<file path="config.mk">
export PLATFORM = sky130hd
export DESIGN_NAME = plcr_regs
export DESIGN_NICKNAME = d
export VERILOG_FILES = /design/src/common/plcr_pkg.sv /design/src/rtl/plcr_regs.sv /design/src/rtl/plcr_pause_resolve.sv /design/src/rtl/plcr_selftest.sv
export SDC_FILE = /design/constraint.sdc
export NUM_CORES = 1
export LEC_CHECK = 0
export BUFFER_PORTS_ARGS = -buffer_cell sky130_fd_sc_hd__buf_2
export CAP_MARGIN = 15
export CELL_PAD_IN_SITES_DETAIL_PLACEMENT = 0
export CELL_PAD_IN_SITES_GLOBAL_PLACEMENT = 1
export CORE_MARGIN = 4
export CORE_UTILIZATION = 38
export DETAILED_ROUTE_END_ITERATION = 7
export PLACE_DENSITY_LB_ADDON = 0.1
export SETUP_SLACK_MARGIN = 0.05
export SLEW_MARGIN = 5
export SYNTH_ARGS = -nofsm -noshare
export SYNTH_HDL_FRONTEND = slang
export SYNTH_SLANG_ARGS = --single-unit
</file>
<file path="constraint.sdc">
create_clock -name ref_clk -period 1.85 [get_ports ref_clk]
set_input_delay 0 -clock ref_clk [delete_from_list [all_inputs] [get_ports ref_clk]]
set_output_delay 0 -clock ref_clk [all_outputs]
set_load 0.01 [all_outputs]
</file>
<file path="src/common/plcr_pkg.sv">
// Purpose: Shared constants, types and helpers of the LED and control registers
// Assumes: 16-bit register port, 5-bit register address
// Notes:   LED outputs are active high (1 = LED on)
package plcr_pkg;

    localparam logic [4:0] ADDR_LED_OVR = 5'h18;
    localparam logic [4:0] ADDR_MISC    = 5'h19;

    // led_override_control fields
    localparam int SPD_OVR_EN_BIT = 5;
    localparam int LNK_OVR_EN_BIT = 4;
    localparam int ACT_OVR_EN_BIT = 3;
    localparam int SPD_FORCE_BIT  = 2;
    localparam int LNK_FORCE_BIT  = 1;
    localparam int ACT_FORCE_BIT  = 0;
    localparam logic [5:0] LED_OVR_RST = 6'h00;

    // phy_misc_control fields
    localparam int AUTO_X_BIT   = 15;
    localparam int FORCE_X_BIT  = 14;
    localparam int PAUSE_RX_BIT = 13;
    localparam int PAUSE_TX_BIT = 12;
    localparam int ST_FE_BIT    = 11;
    localparam int ST_SEQ_BIT   = 10;
    localparam int ST_PASS_BIT  = 9;
    localparam int ST_RUN_BIT   = 8;
    localparam int BYPASS_BIT   = 7;
    localparam int MODE_HI_BIT  = 6;
    localparam int MODE_LO_BIT  = 5;
    localparam int ADDR_LSB     = 0;
    localparam int ADDR_W       = 5;
    localparam logic       FORCE_X_RST = 1'b0;
    localparam logic       ST_SEQ_RST  = 1'b0;
    localparam logic       MODE_HI_RST = 1'b0;

    // Link LED blink half period
    localparam int CLK_HZ        = 10_000_000;
    localparam int BLINK_TIME_MS = 50;
    localparam int BLINK_CYCLES  = BLINK_TIME_MS * (CLK_HZ / 1000);
    localparam int BLINK_W       = 20;

    localparam int ST_W = 15;

    typedef enum logic [2:0] {
        PLCR_MODE1 = 3'b001,
        PLCR_MODE2 = 3'b010,
        PLCR_MODE3 = 3'b100
    } plcr_led_mode_t;

    typedef enum logic [1:0] {
        PLCR_ST_IDLE = 2'b01,
        PLCR_ST_RUN  = 2'b10
    } plcr_st_phase_t;

    typedef struct packed {
        logic spdOvrEn;
        logic lnkOvrEn;
        logic actOvrEn;
        logic spdForce;
        logic lnkForce;
        logic actForce;
    } plcr_led_ovr_t;

    typedef struct packed {
        logic        autoCrossoverEn;
        logic        forcedCrossover;
        logic        forceErr;
        logic        seqSelect;
        logic        run;
        logic        stretchBypass;
        logic [1:0]  ledMode;
        logic [4:0]  portAddr;
    } plcr_misc_t;

    typedef struct packed {
        logic linkGood;
        logic speed100;
        logic fullDuplex;
        logic activityRaw;
        logic activityStretched;
        logic collisionRaw;
        logic collisionStretched;
    } plcr_status_t;

    typedef struct packed {
        plcr_st_phase_t    phase;
        logic [ST_W-1:0]   txLfsr;
        logic [ST_W-1:0]   rxShift;
        logic [3:0]        fillCnt;
        logic              failLatched;
        logic              txBit;
    } plcr_st_state_t;

    function automatic plcr_led_mode_t plcr_mode_decode(input logic [1:0] f);
        if (f[0]) begin
            return PLCR_MODE1;
        end else if (f[1]) begin
            return PLCR_MODE3;
        end
        return PLCR_MODE2;
    endfunction

    // x^15+x^14+1 when sel, else x^9+x^5+1
    function automatic logic plcr_prbs_fb(input logic sel, input logic [ST_W-1:0] s);
        return sel ? (s[14] ^ s[13]) : (s[8] ^ s[4]);
    endfunction

endpackage

</file>
<file path="src/rtl/plcr_regs.sv">
// Purpose: LED override and PHY control registers with LED output logic
// Assumes: Register port driven by the serial management front end
// Notes:   Straps are taken on the first clock after reset release
`timescale 1ns/1ps
module plcr_regs #(
    parameter int BLINK_CYCLES = plcr_pkg::BLINK_CYCLES
) (
    input  wire logic                 ref_clk,
    input  wire logic                 rst_n,
    // Register port
    input  wire logic [4:0]           mgmtAddr,
    input  wire logic [15:0]          mgmtWrData,
    input  wire logic                 mgmtWrEn,
    input  wire logic                 mgmtRdEn,
    output logic      [15:0]          mgmtRdData,
    output logic                      mgmtRdValid,
    // Straps
    input  wire logic                 strapAutoCrossover,
    input  wire logic                 strapLedModeLo,
    input  wire logic [4:0]           strapPortAddr,
    // Status from the PHY core
    input  wire plcr_pkg::plcr_status_t phyStatus,
    input  wire logic [1:0]           localAdvPause,
    input  wire logic [1:0]           partnerAdvPause,
    input  wire logic                 autoSwapRequest,
    input  wire logic                 selftestRxBit,
    // Outputs
    output logic                      speedLedOut,
    output logic                      linkLedOut,
    output logic                      activityCollisionLedOut,
    output logic                      autoCrossoverEn,
    output logic                      pairSwap,
    output logic [4:0]                portAddress,
    output logic                      selftestTxBit
);
    typedef struct packed {
        plcr_pkg::plcr_led_ovr_t ovr;
        plcr_pkg::plcr_misc_t    misc;
        logic                    strapsTaken;
        logic [15:0]             rdData;
        logic                    rdValid;
        logic [plcr_pkg::BLINK_W-1:0] blinkCnt;
        logic                    blinkPhase;
        logic                    speed_led_force_value;
        logic                    link_led_force_value;
        logic                    activity_led_force_value;
        logic                    autoX;
        logic                    swap;
        logic [4:0]              addr;
    } plcr_top_t;

    localparam logic [plcr_pkg::BLINK_W-1:0] BLINK_LAST =
        plcr_pkg::BLINK_W'(BLINK_CYCLES - 1);

    plcr_top_t              s_r;
    plcr_top_t              s_nxt;
    logic                   pauseRx;
    logic                   pauseTx;
    logic                   passFlag;
    logic                   stTx;
    plcr_pkg::plcr_led_mode_t mode;
    logic                   act;
    logic                   col;
    logic                   lnk;
    logic                   ac;
    logic [15:0]            ovrWord;
    logic [15:0]            miscWord;

    plcr_pause_resolve u_pause (
        .localAdv   (localAdvPause),
        .partnerAdv (partnerAdvPause),
        .fullDuplex (phyStatus.fullDuplex),
        .pauseRx    (pauseRx),
        .pauseTx    (pauseTx)
    );

    plcr_selftest u_selftest (
        .ref_clk   (ref_clk),
        .rst_n     (rst_n),
        .run       (s_r.misc.run),
        .seqSelect (s_r.misc.seqSelect),
        .forceErr  (s_r.misc.forceErr),
        .rxBit     (selftestRxBit),
        .txBit     (stTx),
        .passFlag  (passFlag)
    );

    always_comb begin
        ovrWord = 16'h0000;
        ovrWord[plcr_pkg::SPD_OVR_EN_BIT] = s_r.ovr.spdOvrEn;
        ovrWord[plcr_pkg::LNK_OVR_EN_BIT] = s_r.ovr.lnkOvrEn;
        ovrWord[plcr_pkg::ACT_OVR_EN_BIT] = s_r.ovr.actOvrEn;
        ovrWord[plcr_pkg::SPD_FORCE_BIT]  = s_r.ovr.spdForce;
        ovrWord[plcr_pkg::LNK_FORCE_BIT]  = s_r.ovr.lnkForce;
        ovrWord[plcr_pkg::ACT_FORCE_BIT]  = s_r.ovr.actForce;

        miscWord = 16'h0000;
        miscWord[plcr_pkg::AUTO_X_BIT]   = s_r.misc.autoCrossoverEn;
        miscWord[plcr_pkg::FORCE_X_BIT]  = s_r.misc.forcedCrossover;
        miscWord[plcr_pkg::PAUSE_RX_BIT] = pauseRx;
        miscWord[plcr_pkg::PAUSE_TX_BIT] = pauseTx;
        miscWord[plcr_pkg::ST_FE_BIT]    = s_r.misc.forceErr;
        miscWord[plcr_pkg::ST_SEQ_BIT]   = s_r.misc.seqSelect;
        miscWord[plcr_pkg::ST_PASS_BIT]  = passFlag;
        miscWord[plcr_pkg::ST_RUN_BIT]   = s_r.misc.run;
        miscWord[plcr_pkg::BYPASS_BIT]   = s_r.misc.stretchBypass;
        miscWord[plcr_pkg::MODE_HI_BIT:plcr_pkg::MODE_LO_BIT] = s_r.misc.ledMode;
        miscWord[plcr_pkg::ADDR_LSB +: plcr_pkg::ADDR_W]      = s_r.misc.portAddr;
    end

    always_comb begin
        s_nxt = s_r;

        // Straps loaded once, just after reset release
        if (!s_r.strapsTaken) begin
            s_nxt.strapsTaken           = 1'b1;
            s_nxt.misc.autoCrossoverEn  = strapAutoCrossover;
            s_nxt.misc.ledMode[0]       = strapLedModeLo;
            s_nxt.misc.portAddr         = strapPortAddr;
        end

        // Force error is high for one cycle only
        s_nxt.misc.forceErr = 1'b0;

        if (mgmtWrEn && mgmtAddr == plcr_pkg::ADDR_LED_OVR) begin
            s_nxt.ovr.spdOvrEn = mgmtWrData[plcr_pkg::SPD_OVR_EN_BIT];
            s_nxt.ovr.lnkOvrEn = mgmtWrData[plcr_pkg::LNK_OVR_EN_BIT];
            s_nxt.ovr.actOvrEn = mgmtWrData[plcr_pkg::ACT_OVR_EN_BIT];
            s_nxt.ovr.spdForce = mgmtWrData[plcr_pkg::SPD_FORCE_BIT];
            s_nxt.ovr.lnkForce = mgmtWrData[plcr_pkg::LNK_FORCE_BIT];
            s_nxt.ovr.actForce = mgmtWrData[plcr_pkg::ACT_FORCE_BIT];
        end
        if (mgmtWrEn && mgmtAddr == plcr_pkg::ADDR_MISC) begin
            s_nxt.misc.autoCrossoverEn = mgmtWrData[plcr_pkg::AUTO_X_BIT];
            s_nxt.misc.forcedCrossover = mgmtWrData[plcr_pkg::FORCE_X_BIT];
            s_nxt.misc.forceErr        = mgmtWrData[plcr_pkg::ST_FE_BIT];
            s_nxt.misc.seqSelect       = mgmtWrData[plcr_pkg::ST_SEQ_BIT];
            s_nxt.misc.run             = mgmtWrData[plcr_pkg::ST_RUN_BIT];
            s_nxt.misc.stretchBypass   = mgmtWrData[plcr_pkg::BYPASS_BIT];
            s_nxt.misc.ledMode         =
                mgmtWrData[plcr_pkg::MODE_HI_BIT:plcr_pkg::MODE_LO_BIT];
            s_nxt.misc.portAddr        =
                mgmtWrData[plcr_pkg::ADDR_LSB +: plcr_pkg::ADDR_W];
        end

        // Read answer one cycle after the request
        s_nxt.rdValid = mgmtRdEn;
        s_nxt.rdData  = 16'h0000;
        if (mgmtRdEn) begin
            case (mgmtAddr)
                plcr_pkg::ADDR_LED_OVR: begin
                    s_nxt.rdData = ovrWord;
                end
                plcr_pkg::ADDR_MISC: begin
                    s_nxt.rdData = miscWord;
                end
                default: begin
                    s_nxt.rdData = 16'h0000;
                end
            endcase
        end

        // Blink timebase
        if (s_r.blinkCnt >= BLINK_LAST) begin
            s_nxt.blinkCnt   = '0;
            s_nxt.blinkPhase = !s_r.blinkPhase;
        end else begin
            s_nxt.blinkCnt = s_r.blinkCnt + 1'b1;
        end

        // Stretch bypass picks raw status
        act = s_r.misc.stretchBypass ? phyStatus.activityRaw
                                     : phyStatus.activityStretched;
        col = s_r.misc.stretchBypass ? phyStatus.collisionRaw
                                     : phyStatus.collisionStretched;

        mode = plcr_pkg::plcr_mode_decode(s_r.misc.ledMode);
        case (mode)
            plcr_pkg::PLCR_MODE1: begin
                lnk = phyStatus.linkGood;
                ac  = act;
            end
            plcr_pkg::PLCR_MODE2: begin
                lnk = phyStatus.linkGood && !(act && s_r.blinkPhase);
                ac  = col;
            end
            plcr_pkg::PLCR_MODE3: begin
                lnk = phyStatus.linkGood && !(act && s_r.blinkPhase);
                ac  = phyStatus.fullDuplex;
            end
            default: begin
                lnk = phyStatus.linkGood;
                ac  = act;
            end
        endcase

        s_nxt.speed_led_force_value = s_r.ovr.spdOvrEn ? s_r.ovr.spdForce
                                        : phyStatus.speed100;
        s_nxt.link_led_force_value = s_r.ovr.lnkOvrEn ? s_r.ovr.lnkForce : lnk;
        s_nxt.activity_led_force_value = s_r.ovr.actOvrEn ? s_r.ovr.actForce : ac;

        // Forced swap wins over automatic selection
        s_nxt.autoX = s_r.misc.autoCrossoverEn;
        s_nxt.swap  = s_r.misc.forcedCrossover ||
                      (s_r.misc.autoCrossoverEn && autoSwapRequest);
        s_nxt.addr  = s_r.misc.portAddr;
    end

    always_ff @(posedge ref_clk) begin
        if (!rst_n) begin
            s_r                      <= '0;
            s_r.ovr                  <= plcr_pkg::LED_OVR_RST;
            s_r.misc.forcedCrossover <= plcr_pkg::FORCE_X_RST;
            s_r.misc.seqSelect       <= plcr_pkg::ST_SEQ_RST;
            s_r.misc.ledMode[1]      <= plcr_pkg::MODE_HI_RST;
        end else begin
            s_r <= s_nxt;
        end
    end

    always_ff @(posedge ref_clk) begin
        if (!rst_n) begin
            selftestTxBit <= 1'b0;
        end else begin
            selftestTxBit <= stTx;
        end
    end

    assign mgmtRdData              = s_r.rdData;
    assign mgmtRdValid             = s_r.rdValid;
    assign speedLedOut             = s_r.speed_led_force_value;
    assign linkLedOut              = s_r.link_led_force_value;
    assign activityCollisionLedOut = s_r.activity_led_force_value;
    assign autoCrossoverEn         = s_r.autoX;
    assign pairSwap                = s_r.swap;
    assign portAddress             = s_r.addr;
endmodule

</file>
<file path="src/rtl/plcr_pause_resolve.sv">
// Purpose: Pause resolution from local and partner pause advertisement
// Assumes: adv[0] = symmetric pause, adv[1] = asymmetric direction
// Notes:   Result forced off unless the common mode is full duplex
`timescale 1ns/1ps
module plcr_pause_resolve (
    input  wire logic [1:0] localAdv,
    input  wire logic [1:0] partnerAdv,
    input  wire logic       fullDuplex,
    output logic            pauseRx,
    output logic            pauseTx
);
    always_comb begin
        pauseRx = 1'b0;
        pauseTx = 1'b0;
        if (localAdv[0] && partnerAdv[0]) begin
            pauseRx = 1'b1;
            pauseTx = 1'b1;
        end else if (localAdv == 2'h2 && partnerAdv == 2'h3) begin
            pauseTx = 1'b1;
        end else if (localAdv == 2'h3 && partnerAdv == 2'h2) begin
            pauseRx = 1'b1;
        end
        pauseRx = pauseRx & fullDuplex;
        pauseTx = pauseTx & fullDuplex;
    end
endmodule

</file>
<file path="src/rtl/plcr_selftest.sv">
// Purpose: Packet self-test pattern source and self-synchronising checker
// Assumes: rxBit is the looped-back stream, one bit per clock
// Notes:   Pass flag reads 0 while stopped; stream idles high
`timescale 1ns/1ps
module plcr_selftest (
    input  wire logic ref_clk,
    input  wire logic rst_n,
    input  wire logic run,
    input  wire logic seqSelect,
    input  wire logic forceErr,
    input  wire logic rxBit,
    output logic      txBit,
    output logic      passFlag
);
    plcr_pkg::plcr_st_state_t st_r;
    plcr_pkg::plcr_st_state_t st_nxt;
    logic                     fbTx;
    logic                     fbRx;

    localparam int ST_W_M2 = plcr_pkg::ST_W - 2;

    always_comb begin
        st_nxt = st_r;
        fbTx   = plcr_pkg::plcr_prbs_fb(seqSelect, st_r.txLfsr);
        fbRx   = plcr_pkg::plcr_prbs_fb(seqSelect, st_r.rxShift);
        case (st_r.phase)
            plcr_pkg::PLCR_ST_IDLE: begin
                st_nxt.failLatched = 1'b0;
                st_nxt.fillCnt     = 4'h0;
                // Idle line high, so stale loop bits match the all-ones seed
                st_nxt.txBit       = 1'b1;
                st_nxt.txLfsr      = '1;
                if (run) begin
                    st_nxt.phase = plcr_pkg::PLCR_ST_RUN;
                end
            end
            plcr_pkg::PLCR_ST_RUN: begin
                st_nxt.txLfsr  = {st_r.txLfsr[ST_W_M2:0], fbTx};
                st_nxt.txBit   = fbTx ^ forceErr;
                st_nxt.rxShift = {st_r.rxShift[ST_W_M2:0], rxBit};
                if (st_r.fillCnt != 4'hf) begin
                    st_nxt.fillCnt = st_r.fillCnt + 4'h1;
                end else if (rxBit != fbRx) begin
                    st_nxt.failLatched = 1'b1;
                end
                if (!run) begin
                    st_nxt.phase = plcr_pkg::PLCR_ST_IDLE;
                end
            end
            default: begin
                st_nxt.phase = plcr_pkg::PLCR_ST_IDLE;
            end
        endcase
    end

    always_ff @(posedge ref_clk) begin
        if (!rst_n) begin
            st_r.phase       <= plcr_pkg::PLCR_ST_IDLE;
            st_r.txLfsr      <= '1;
            st_r.rxShift     <= '0;
            st_r.fillCnt     <= 4'h0;
            st_r.failLatched <= 1'b0;
            st_r.txBit       <= 1'b0;
        end else begin
            st_r <= st_nxt;
        end
    end

    assign txBit    = st_r.txBit;
    assign passFlag = (st_r.phase == plcr_pkg::PLCR_ST_RUN) && !st_r.failLatched;
endmodule

</file>
Word level (Yosys, flattened, before mapping)
Cells that the tools add are included.
W data, S select, Z words.
{"block": "totals", "reg_bits": 107, "inputBits": 45}
{"block": "classes", "n_addsub": 2, "order_cmp": 1, "n_eq_ne": 18, "n_mux": 31, "n_bitwise": 8, "n_reduce_logical": 21}
{"op": "$pmux W16 S2", "n": 1}
{"op": "$pmux W15 S2", "n": 1}
{"op": "$add A20 B1 Y20 const B", "n": 1}
{"op": "$ge A20 B19 Y1 const B", "n": 1}
{"op": "$mux W1", "n": 18}
{"op": "$mux W13", "n": 1}
{"op": "$pmux W6 S2", "n": 1}
{"op": "$eq A2 B2 Y1 const B", "n": 5}
{"op": "$eq A5 B5 Y1 const B", "n": 2}
{"op": "$logic_and A1 B1 Y1", "n": 9}
{"op": "$mux W3", "n": 3}
{"op": "$reduce_and A2 Y1", "n": 4}
{"op": "$mux W7", "n": 1}
{"op": "$ne A2 B1 Y1 const B", "n": 3}
{"op": "$ne A2 B2 Y1 const B", "n": 3}
{"op": "$xor A1 B1 Y1", "n": 5}
{"op": "$add A4 B1 Y4 const B", "n": 1}
{"op": "$mux W2", "n": 2}
{"op": "$mux W4", "n": 1}
{"op": "$ne A4 B4 Y1 const B", "n": 1}
{"op": "$pmux W2 S2", "n": 1}
{"op": "$reduce_or A2 Y1", "n": 2}
{"op": "$eq A3 B2 Y1 const B", "n": 1}
{"op": "$eq A3 B3 Y1 const B", "n": 1}
{"op": "9 further kinds", "n": 12}

Logic depth before layout (Yosys ltp)
Gate-level depths: netlist of the first run.
{"block": "depth", "word_depth": 7, "ltp_mapped": 7, "mapped_depth_nobuf": 6}

By module
Synthesis of the first run repeated with hierarchy kept, for this count alone.
{"block": "hier_totals", "hier_cells": 460, "area_unflattened_um2": 4359.2}
{"module": "plcr_regs", "instances": 1, "cells_per_inst": 300, "area_per_inst_um2": 2785.2, "seq_area_each_um2": 1381.3}
{"module": "plcr_selftest", "instances": 1, "cells_per_inst": 154, "area_per_inst_um2": 1549.0, "seq_area_each_um2": 760.7}
{"module": "plcr_pause_resolve", "instances": 1, "cells_per_inst": 6, "area_per_inst_um2": 25.0, "seq_area_each_um2": 0.0}

Worst setup path before layout of the first run
OpenSTA, ideal clock, no wires.
{"block": "synth_path", "path_kind": "register to register", "start": "register s_r[11] (netlist name)", "end": "register s_r[29] (netlist name)", "arrival_ns": 1.719, "required_ns": 1.780, "path_slack_ns": 0.061, "path_stages_with_launch": 6, "path_buffers": 0, "period_less_slack_ns": 1.789, "path_cell_list": "dfxtp_1 -> ha_1 -> nand4_4 -> or4_1 -> or3_1 -> a21oi_1"}
{"block": "synth_between", "elab_chain_len": 2}
{"element": "from (decl)", "line": "plcr_regs.sv:55", "rtl": "plcr_top_t s_r;"}
{"element": "from (signal assigned)", "line": "plcr_regs.sv:217", "rtl": "s_r <= s_nxt;"}
{"element": "$ge A20 B19 Y1", "line": "plcr_regs.sv:164", "rtl": "if (s_r.blinkCnt >= BLINK_LAST) begin"}
{"element": "$reduce_or A2 Y1 (no source line)"}
Several ways; a longest one is shown, not always the timed one.
A chain may end at the register's enable or synchronous reset.

Worst setup path in the final report of the first run
{"block": "layout_path", "start": "register s_r[19] (netlist name)", "end": "register s_r[24] (netlist name)"}
The elaborated chain is that of the path after synthesis.

==> run summary, run 1 <==
The flow ran to the end, and the final reports show no timing, DRC or antenna violations. Max-cap violations in this run came to 0. Timing analysis after detailed placement gives a worst setup slack of 134 ps. The analysis attributes to net switching a power of 945 µW.

The diode insertion count for antenna repair came out at 0. Internal power: 3.37 mW. Counting both buffers and inverters, the worst setup path holds a total of 0. Summing over every cut layer, the via total after detailed routing is 3341. After global routing the overflow that remains totals 0. The run gives 0 as the post-route antenna net violation count. The number of antenna violations at the first check in global routing came out at 0. The share of total power in sequential cells was 54.5%.

The number of I/O port buffers was 69. The cell class contributing the biggest share of worst-path delay is simple AND/OR/NAND/NOR gates. The Yosys step of the flow raised 0 warnings.

Core outline area: 10900 µm². For this configuration, the core starts out at a cell density of 39.1%. The min-delay analysis places its worst path in the category input pin to register.

The cell count after synthesis came out at 459. The die span in y was 114 µm. In this run the worst path has a maximum fanout of 6.

The total power divided by cell area came out at 820 nW/µm². Traced cell by cell, the critical path runs through nand4_2 -> or4_1 -> or3_1 -> a21oi_2. At the end of routability-driven placement, the weighted congestion stood at 0.733. The clock network is responsible for 39.8% of the overall power.

TritonCTS created 9 clock buffers. The biggest area contributor in the post-synthesis netlist is dfxtp_1. The mean area per synthesized cell came out at 9.27 µm².

Between clock sinks in the finished design, the worst skew comes to 7.19 ps. IR analysis of the VDD net gives a maximum drop of 514 µV. The internal reg-to-reg setup slack was 150 ps. Most instantiated library cell after synthesis: dfxtp_1. The area of the mapped netlist came out at 4250 µm². The number of global-route vias before repair was 3228; the measured slew at the worst slew-check pin was 534 ps. Compared with the post-synthesis result, the final layout area differs by 23.8%.

The die is 114 µm wide. Setup repair after global routing left no endpoint under its margin. The clock net in this run drives a total of 107 sinks.

The run gives 51 as the post-synthesis cell type count. The logs give 0 for the number of failing setup endpoints in the final timing report and 63.9% for the worst-case headroom to the max-slew limit. The logs give 8.99 mm for the total wirelength of the detailed-routed design and 4.32 mW for the overall power of the completed layout. For the number of hold violations in the final report, the log shows 0.

The number of max-slew violations in the final report was 0. The clock-pin slew on the worst setup and hold paths was 100 ps; the fraction of the yosys area taken by sequential cells was 50.4%. The post-synthesis net count was 508. The capturing element type of the critical path was a register. For this run, the detailed router's first-pass iteration total came to 4. The fraction of power consumed by combinational cells was 5.6%.

The largest single stage delay on the critical path is 550 ps. The logs give 2010 ps for the data arrival at the endpoint of the critical path and 2 for the number of buffers between clock root and the deepest sink. After clock tree synthesis, the setup repair step added 0 buffers.

Final clock period utilization by the worst path: 91.7%. The first global-routing pass estimated 15.2 mm of wire. H-tree level count: 3. The area enclosed by the die boundary came out at 13000 µm². For this run, the leading register cell type out of synthesis is dfxtp_1. Row generation in the floorplan step produced 38 rows. In the routed layout, each cell is associated on average with a via count of 4.83. After routing the design area is 5270 µm².

After routing, the total negative slack on setup checks comes to 0 ps. Subtracting the final worst setup slack from the clock period gives 1700 ps. The CTS root buffer was clkbuf_8. The final routed wire length divided by cell count was 13.0 µm; the highest attainable clock frequency was 589 MHz. The worst setup path is launched from a register.

By area the synthesized netlist is led by dfxtp_1, mux2i_1, nor2_1. Synthesis inferred 107 register bits. At the later pin of the worst-skew pair, clock insertion delay measures 380 ps. Once placement finished, the instance area stood at 4680 µm².

73 I/O pins were placed. Cells with a size suffix above 1 make up 21.6% of the layout. Setup slack closes at 153 ps. The type of the worst setup path is register to register. For this run, asynchronously set or reset flops after synthesis account for 0%.

TritonCTS built the clock tree. On the critical path, the stage with the largest delay is an instance of or4_1. After the last flow step, the layout net total stands at 596. The run gives 28 as the maximum number of pins on one net before global-route repair. Sorting the synthesized cells by how often they occur yields dfxtp_1, nor2_1, nand2_1.

The tools report the number of DRC markers in iteration 0 as 179. Global routing used 14.6% of the available tracks across all layers. In the routed design, unresolved DRC markers number 0. Once detailed placement completed, the half-perimeter wirelength came to 6.26 mm.

Portion of synthesized cell area occupied by the leading cell type: 50.4%. The tools report the final cell utilization of the core as 48.4%. For this design the static power due to leakage is 2.04 nW.

The switching power share of the total was 21.9%; the data required time of the critical path was 2170 ps. Yosys mapped a number of flops with a built-in enable equal to 0.
-- state kept, by name (all words and copies together), names as in the netlist --
signal / flops
mgmtRdData: 16
u_selftest.txBit: 1
pairSwap: 1
miscWord: 13
portAddress: 5
ovrWord: 6
s_r: 22
selftestTxBit: 1
u_selftest.st_r: 37
activityCollisionLedOut: 1
speedLedOut: 1
mgmtRdValid: 1
linkLedOut: 1
autoCrossoverEn: 1
-- routing by layer --
metal	share of wire, %	GRT usage (%)	routed length [µm]	vias to the layer above
li1	-	-	-	1735
met1	48	18.8	4300	1518
met2	44	23.2	3930	81
met3	7.3	5.04	660	7
met4	0.99	4.51	89	0
met5	0	0	0	-
-- metrics by stage --
step | hold WS, ps | std cells
final | 22.6 | 692
after global routing | 11.4 | 692
after CTS | 0.823 | 692
after detailed placement | 239 | 644
after global placement | 231 | 644
after floorplan | 27.7 | 459
-- worst reg2reg max path, delay by kind of cell (launching register included) --
kind	cells	cell delay [ps]
DFF	1	430
AOI/OAI and AO/OA	1	130
and+or+nand+nor	3	1090
-- cells in the final DEF, fill, tap and decap left out, types with 6 or more instances in the layout --
cell type      Yosys  routed
a22oi_1            6       6
buf_4             22      19
nor3_1             9       9
o22ai_1           14      14
nand3_1           24      23
and3_1             7       7
a211oi_1           7       7
and2_1             9       9
dfxtp_1          107     104
nor2_1            52      52
a21oi_1           22      22
clkbuf_8           0       9
mux2i_1           28      28
xnor2_1           16      16
o21ai_0            6       6
dlygate4sd3_1      0      32
inv_1             12      12
buf_2              1      69
nand2_1           43      42
-- cells by family (layout without fill, tap and decap cells) --
| logic type | count (synthesis) | in the layout | share of synthesized area (%) |
|---|---|---|---|
| simple gates | 173 | 173 | 19.9 |
| other cells | 1 | 1 | 0.0882 |
| buf+inv | 58 | 151 | 7.26 |
| mux | 30 | 30 | 7.12 |
| fa+ha+maj | 4 | 4 | 1.18 |
| xor+xnor | 19 | 19 | 3.91 |
| compound gates | 67 | 67 | 10.2 |
| flops | 107 | 107 | 50.4 |
-- cell type report --
class	instances	area [µm²]
clock inverter	7	124
inverter	14	52.6
clock buffer	9	124
sequential	107	2150
tap	140	175
fill	1071	5620
multi-input combinational	294	1820
timing repair buffer	121	828
-- what timing repair did --
item,in CTS,in global routing
hold buffers,32,0
hold endpoints to repair,31,0
setup endpoints to repair,0,3
resized for setup,0,7
-- final timing paths --
kind / startpoint / to / cells after the start
max: s_r[19] / s_r[24] / 4
min: mgmtWrEn / miscWord[10] / 3
max reg2reg: s_r[19] / s_r[24] / 4
min reg2reg: miscWord[14] / miscWord[14] / 2
-- power groups by stage --
| stage | Combinational (mW) | Clock, mW | Sequential [mW] |
|---|---|---|---|
| final | 0.243 | 1.72 | 2.36 |
| after global routing | 0.269 | 1.90 | 2.36 |
| after CTS | 0.246 | 1.79 | 2.36 |
| after detailed placement | 0.199 | 0 | 2.41 |
| after global placement | 0.197 | 0 | 2.41 |
| after floorplan | 0.101 | 0 | 2.41 |
(Power assumes the default switching activity.)
==> run 2, diff against run 1 <==
clock period = 1.4 ns   (was 1.85 ns; I/O delays follow)
==> run summary, run 2 (synthesis gave the netlist of run 1 again) <==
The number of cell instances on the worst register-to-register path is 4 (unchanged). The total power divided by cell area was 894 nW/µm² (was 820 nW/µm²). The number of buffers between clock root and the deepest sink was 2 (unchanged); the worst ir drop on vdd was 425 µV (was 514 µV). Post-detailed-route via-to-cell ratio: 4.86 (was 4.83). The logs give 1700 ps (was 2170 ps) for the data required time of the critical path and 9.67 mm (was 8.99 mm) for the total wirelength of the detailed-routed design. The number of nets in the finished design is 634 (was 596). The hold-critical path depth came out at 3 (unchanged). The flow ran to the end, but the final reports show violations. The run gives 4970 µm² (was 4680 µm²) as the cell area after placement.

Setup repair after global routing could not meet its margin everywhere. The final cell utilization of the core came out at 52.0% (was 48.4%). The flip-flop count of the largest register after layout is 37 (unchanged), and the total negative slack is -2260 ps (was 0 ps).

The share of post-route cells with drive strength above 1 came out at 32.0% (was 21.6%). Register containing the most flip-flops in the final layout: u_selftest.st_r (unchanged). The DRC violation count after routing is 0 (unchanged).

The startpoint class of the critical path was a register (unchanged). Top library cells by usage in the layout, fill and taps aside: dfxtp_1, buf_2, nor2_1 (unchanged). The logs give 73 (unchanged) for the top-level I/O count and 4 (unchanged) for the number of search-and-repair iterations in the first detailed-routing pass. The final routed wire length divided by cell count works out to 13.3 µm (was 13.0 µm). The tools report the number of antenna violations at the first check in global routing as 0 (unchanged).

The number of failing setup endpoints in the final timing report is 20 (was 0). Area enclosed by the die boundary: 13000 µm² (unchanged). The total via count in the routed design is 3535 (was 3341). The number of I/O port buffers was 69 (unchanged).

The area of all placed cells without fillers came out at 5660 µm² (was 5270 µm²). Class of the tightest hold or removal check: input pin to register (unchanged). The tools report the worst-case hold path end point as ovrWord[3] (was miscWord[10]). The post-route antenna net violation count is 0 (unchanged). The logs give 0 (unchanged) for the sum of overflow across all layers after global routing and 25 (was 28) for the maximum number of pins on one net before global-route repair.

The tools report the first element of the critical path as s_r[13] (was s_r[19]). The capturing element type of the critical path is a register (unchanged). TritonCTS built the clock tree. For the number of maximum-capacitance violations, the log shows 0 (unchanged). The clock-pin slew on the worst setup and hold paths is 90 ps (was 100 ps). The run gives 10900 µm² (unchanged) as the core outline area. The final reports fail on setup timing. The die span in y was 114 µm (unchanged). The horizontal extent of the die came out at 114 µm (unchanged).

The data arrival at the endpoint of the critical path was 1860 ps (was 2010 ps). The startpoint of the worst hold path was mgmtWrEn (unchanged). The number of max-slew violations in the final report is 0 (unchanged). The run gives 39.1% (unchanged) as the starting density of the core. The logs give -189 ps (was 134 ps) for the setup slack after placement and -160 ps (was 153 ps) for the post-layout worst setup margin. The internal reg-to-reg setup slack is -160 ps (was 150 ps). The wire length of the first global-routing pass was 15.8 mm (was 15.2 mm); the weighted congestion at the end of routability-driven global placement was 0.754 (was 0.733). The number of hold violations in the final report came out at 0 (unchanged). The beginning of the worst register-to-register path is s_r[13] (was s_r[19]). Type of the worst setup path: register to register (unchanged).

The highest attainable clock frequency came out at 641 MHz (was 589 MHz). Standby leakage power: 2.24 nW (was 2.04 nW). Diode insertion count for antenna repair: 0 (unchanged). The tools report the filler cell count in the final layout as 1032 (was 1071). The half-perimeter wire length after detailed placement is 6.44 mm (was 6.26 mm).

The H-tree level count is 3 (unchanged), and the clock latency on the worst-skew pair is 370 ps (was 380 ps). The final critical-path required period is 1560 ps (was 1700 ps), and the cell row count is 38 (unchanged). The run gives 8.77 ps (was 7.19 ps) as the post-route clock skew. Layout-stage area growth over the synthesis result: 33.1% (was 23.8%). The number of global-route vias before repair was 3475 (was 3228); the number of DRC markers in iteration 0 was 140 (was 179). The global-route usage over all layers came out at 15.2% (was 14.6%). The tools report the reg-to-reg critical path endpoint as s_r[24] (unchanged). The tools report the CTS root buffer as clkbuf_8 (unchanged). The tools report the number of clock buffers inserted by TritonCTS as 9 (unchanged). The final clock period utilization by the worst path was 111% (was 91.7%). Clock sink total: 107 (unchanged).

The most common cell after layout, fill and taps aside was dfxtp_1 (unchanged). The biggest fanout along the worst timing path works out to 5 (was 6).
[run 2: cell type report]
cell class / count / area (µm²) / area share, %
multi-input combinational: 294 / 1960 / 34.5
clock inverter: 2 / 16.3 / 0.287
timing repair buffer: 159 / 1160 / 20.5
inverter: 14 / 55.1 / 0.972
tap: 140 / 175 / 3.09
clock buffer: 11 / 131 / 2.32
sequential: 107 / 2170 / 38.3
[run 2: repair_timing]
item | 4_1_cts | 5_1_grt
setup buffers | 1 | 8
resized for setup | 11 | 34
cloned | 0 | 1
hold endpoints to repair | 28 | 0
endpoints found under the setup margin | 22 | 40
pin swaps | 5 | 11
hold buffers | 34 | 0
[run 2: power breakdown]
| group | total [mW] | internal (mW) | switching (mW) |
|---|---|---|---|
| Clock | 1.61 | 0.624 | 0.986 |
| Sequential | 3.11 | 3.08 | 0.0289 |
| Combinational | 0.347 | 0.190 | 0.158 |
| Total | 5.07 | 3.89 | 1.17 |
[run 2: critical path, stage by stage, from the launching register on]
cell and delay [ps]:
dfxtp_2 400, nand3_2 100, or4_4 540, or3_4 340
a21oi_2 130
[run 2: metal layers]
layer  vias to the layer above  share of wire, %  global-route usage [%]
met1                      1640                48                    19.1
met3                        13               4.8                    3.08
met2                        66                45                    25.0
li1                       1816                 -                       -
met4                         0               2.0                    7.36
met5                         -                 0                       0
[run 2: how the worst max path moves through the flow]
stage / endpoint
after floorplan: s_r[22]
after global placement: s_r[17]
after detailed placement: s_r[24]
after CTS: s_r[24]
after global routing: s_r[29]
final: s_r[24]
[run 2: stage by stage]
stage / instances / power (mW) / hold slack, ps
after floorplan: 459 / 3.32 / 27.7
after global placement: 671 / 3.45 / 238
after detailed placement: 671 / 3.45 / 248
after CTS: 719 / 5.14 / 0.0919
after global routing: 727 / 5.29 / 27.2
final: 727 / 5.07 / 37.6
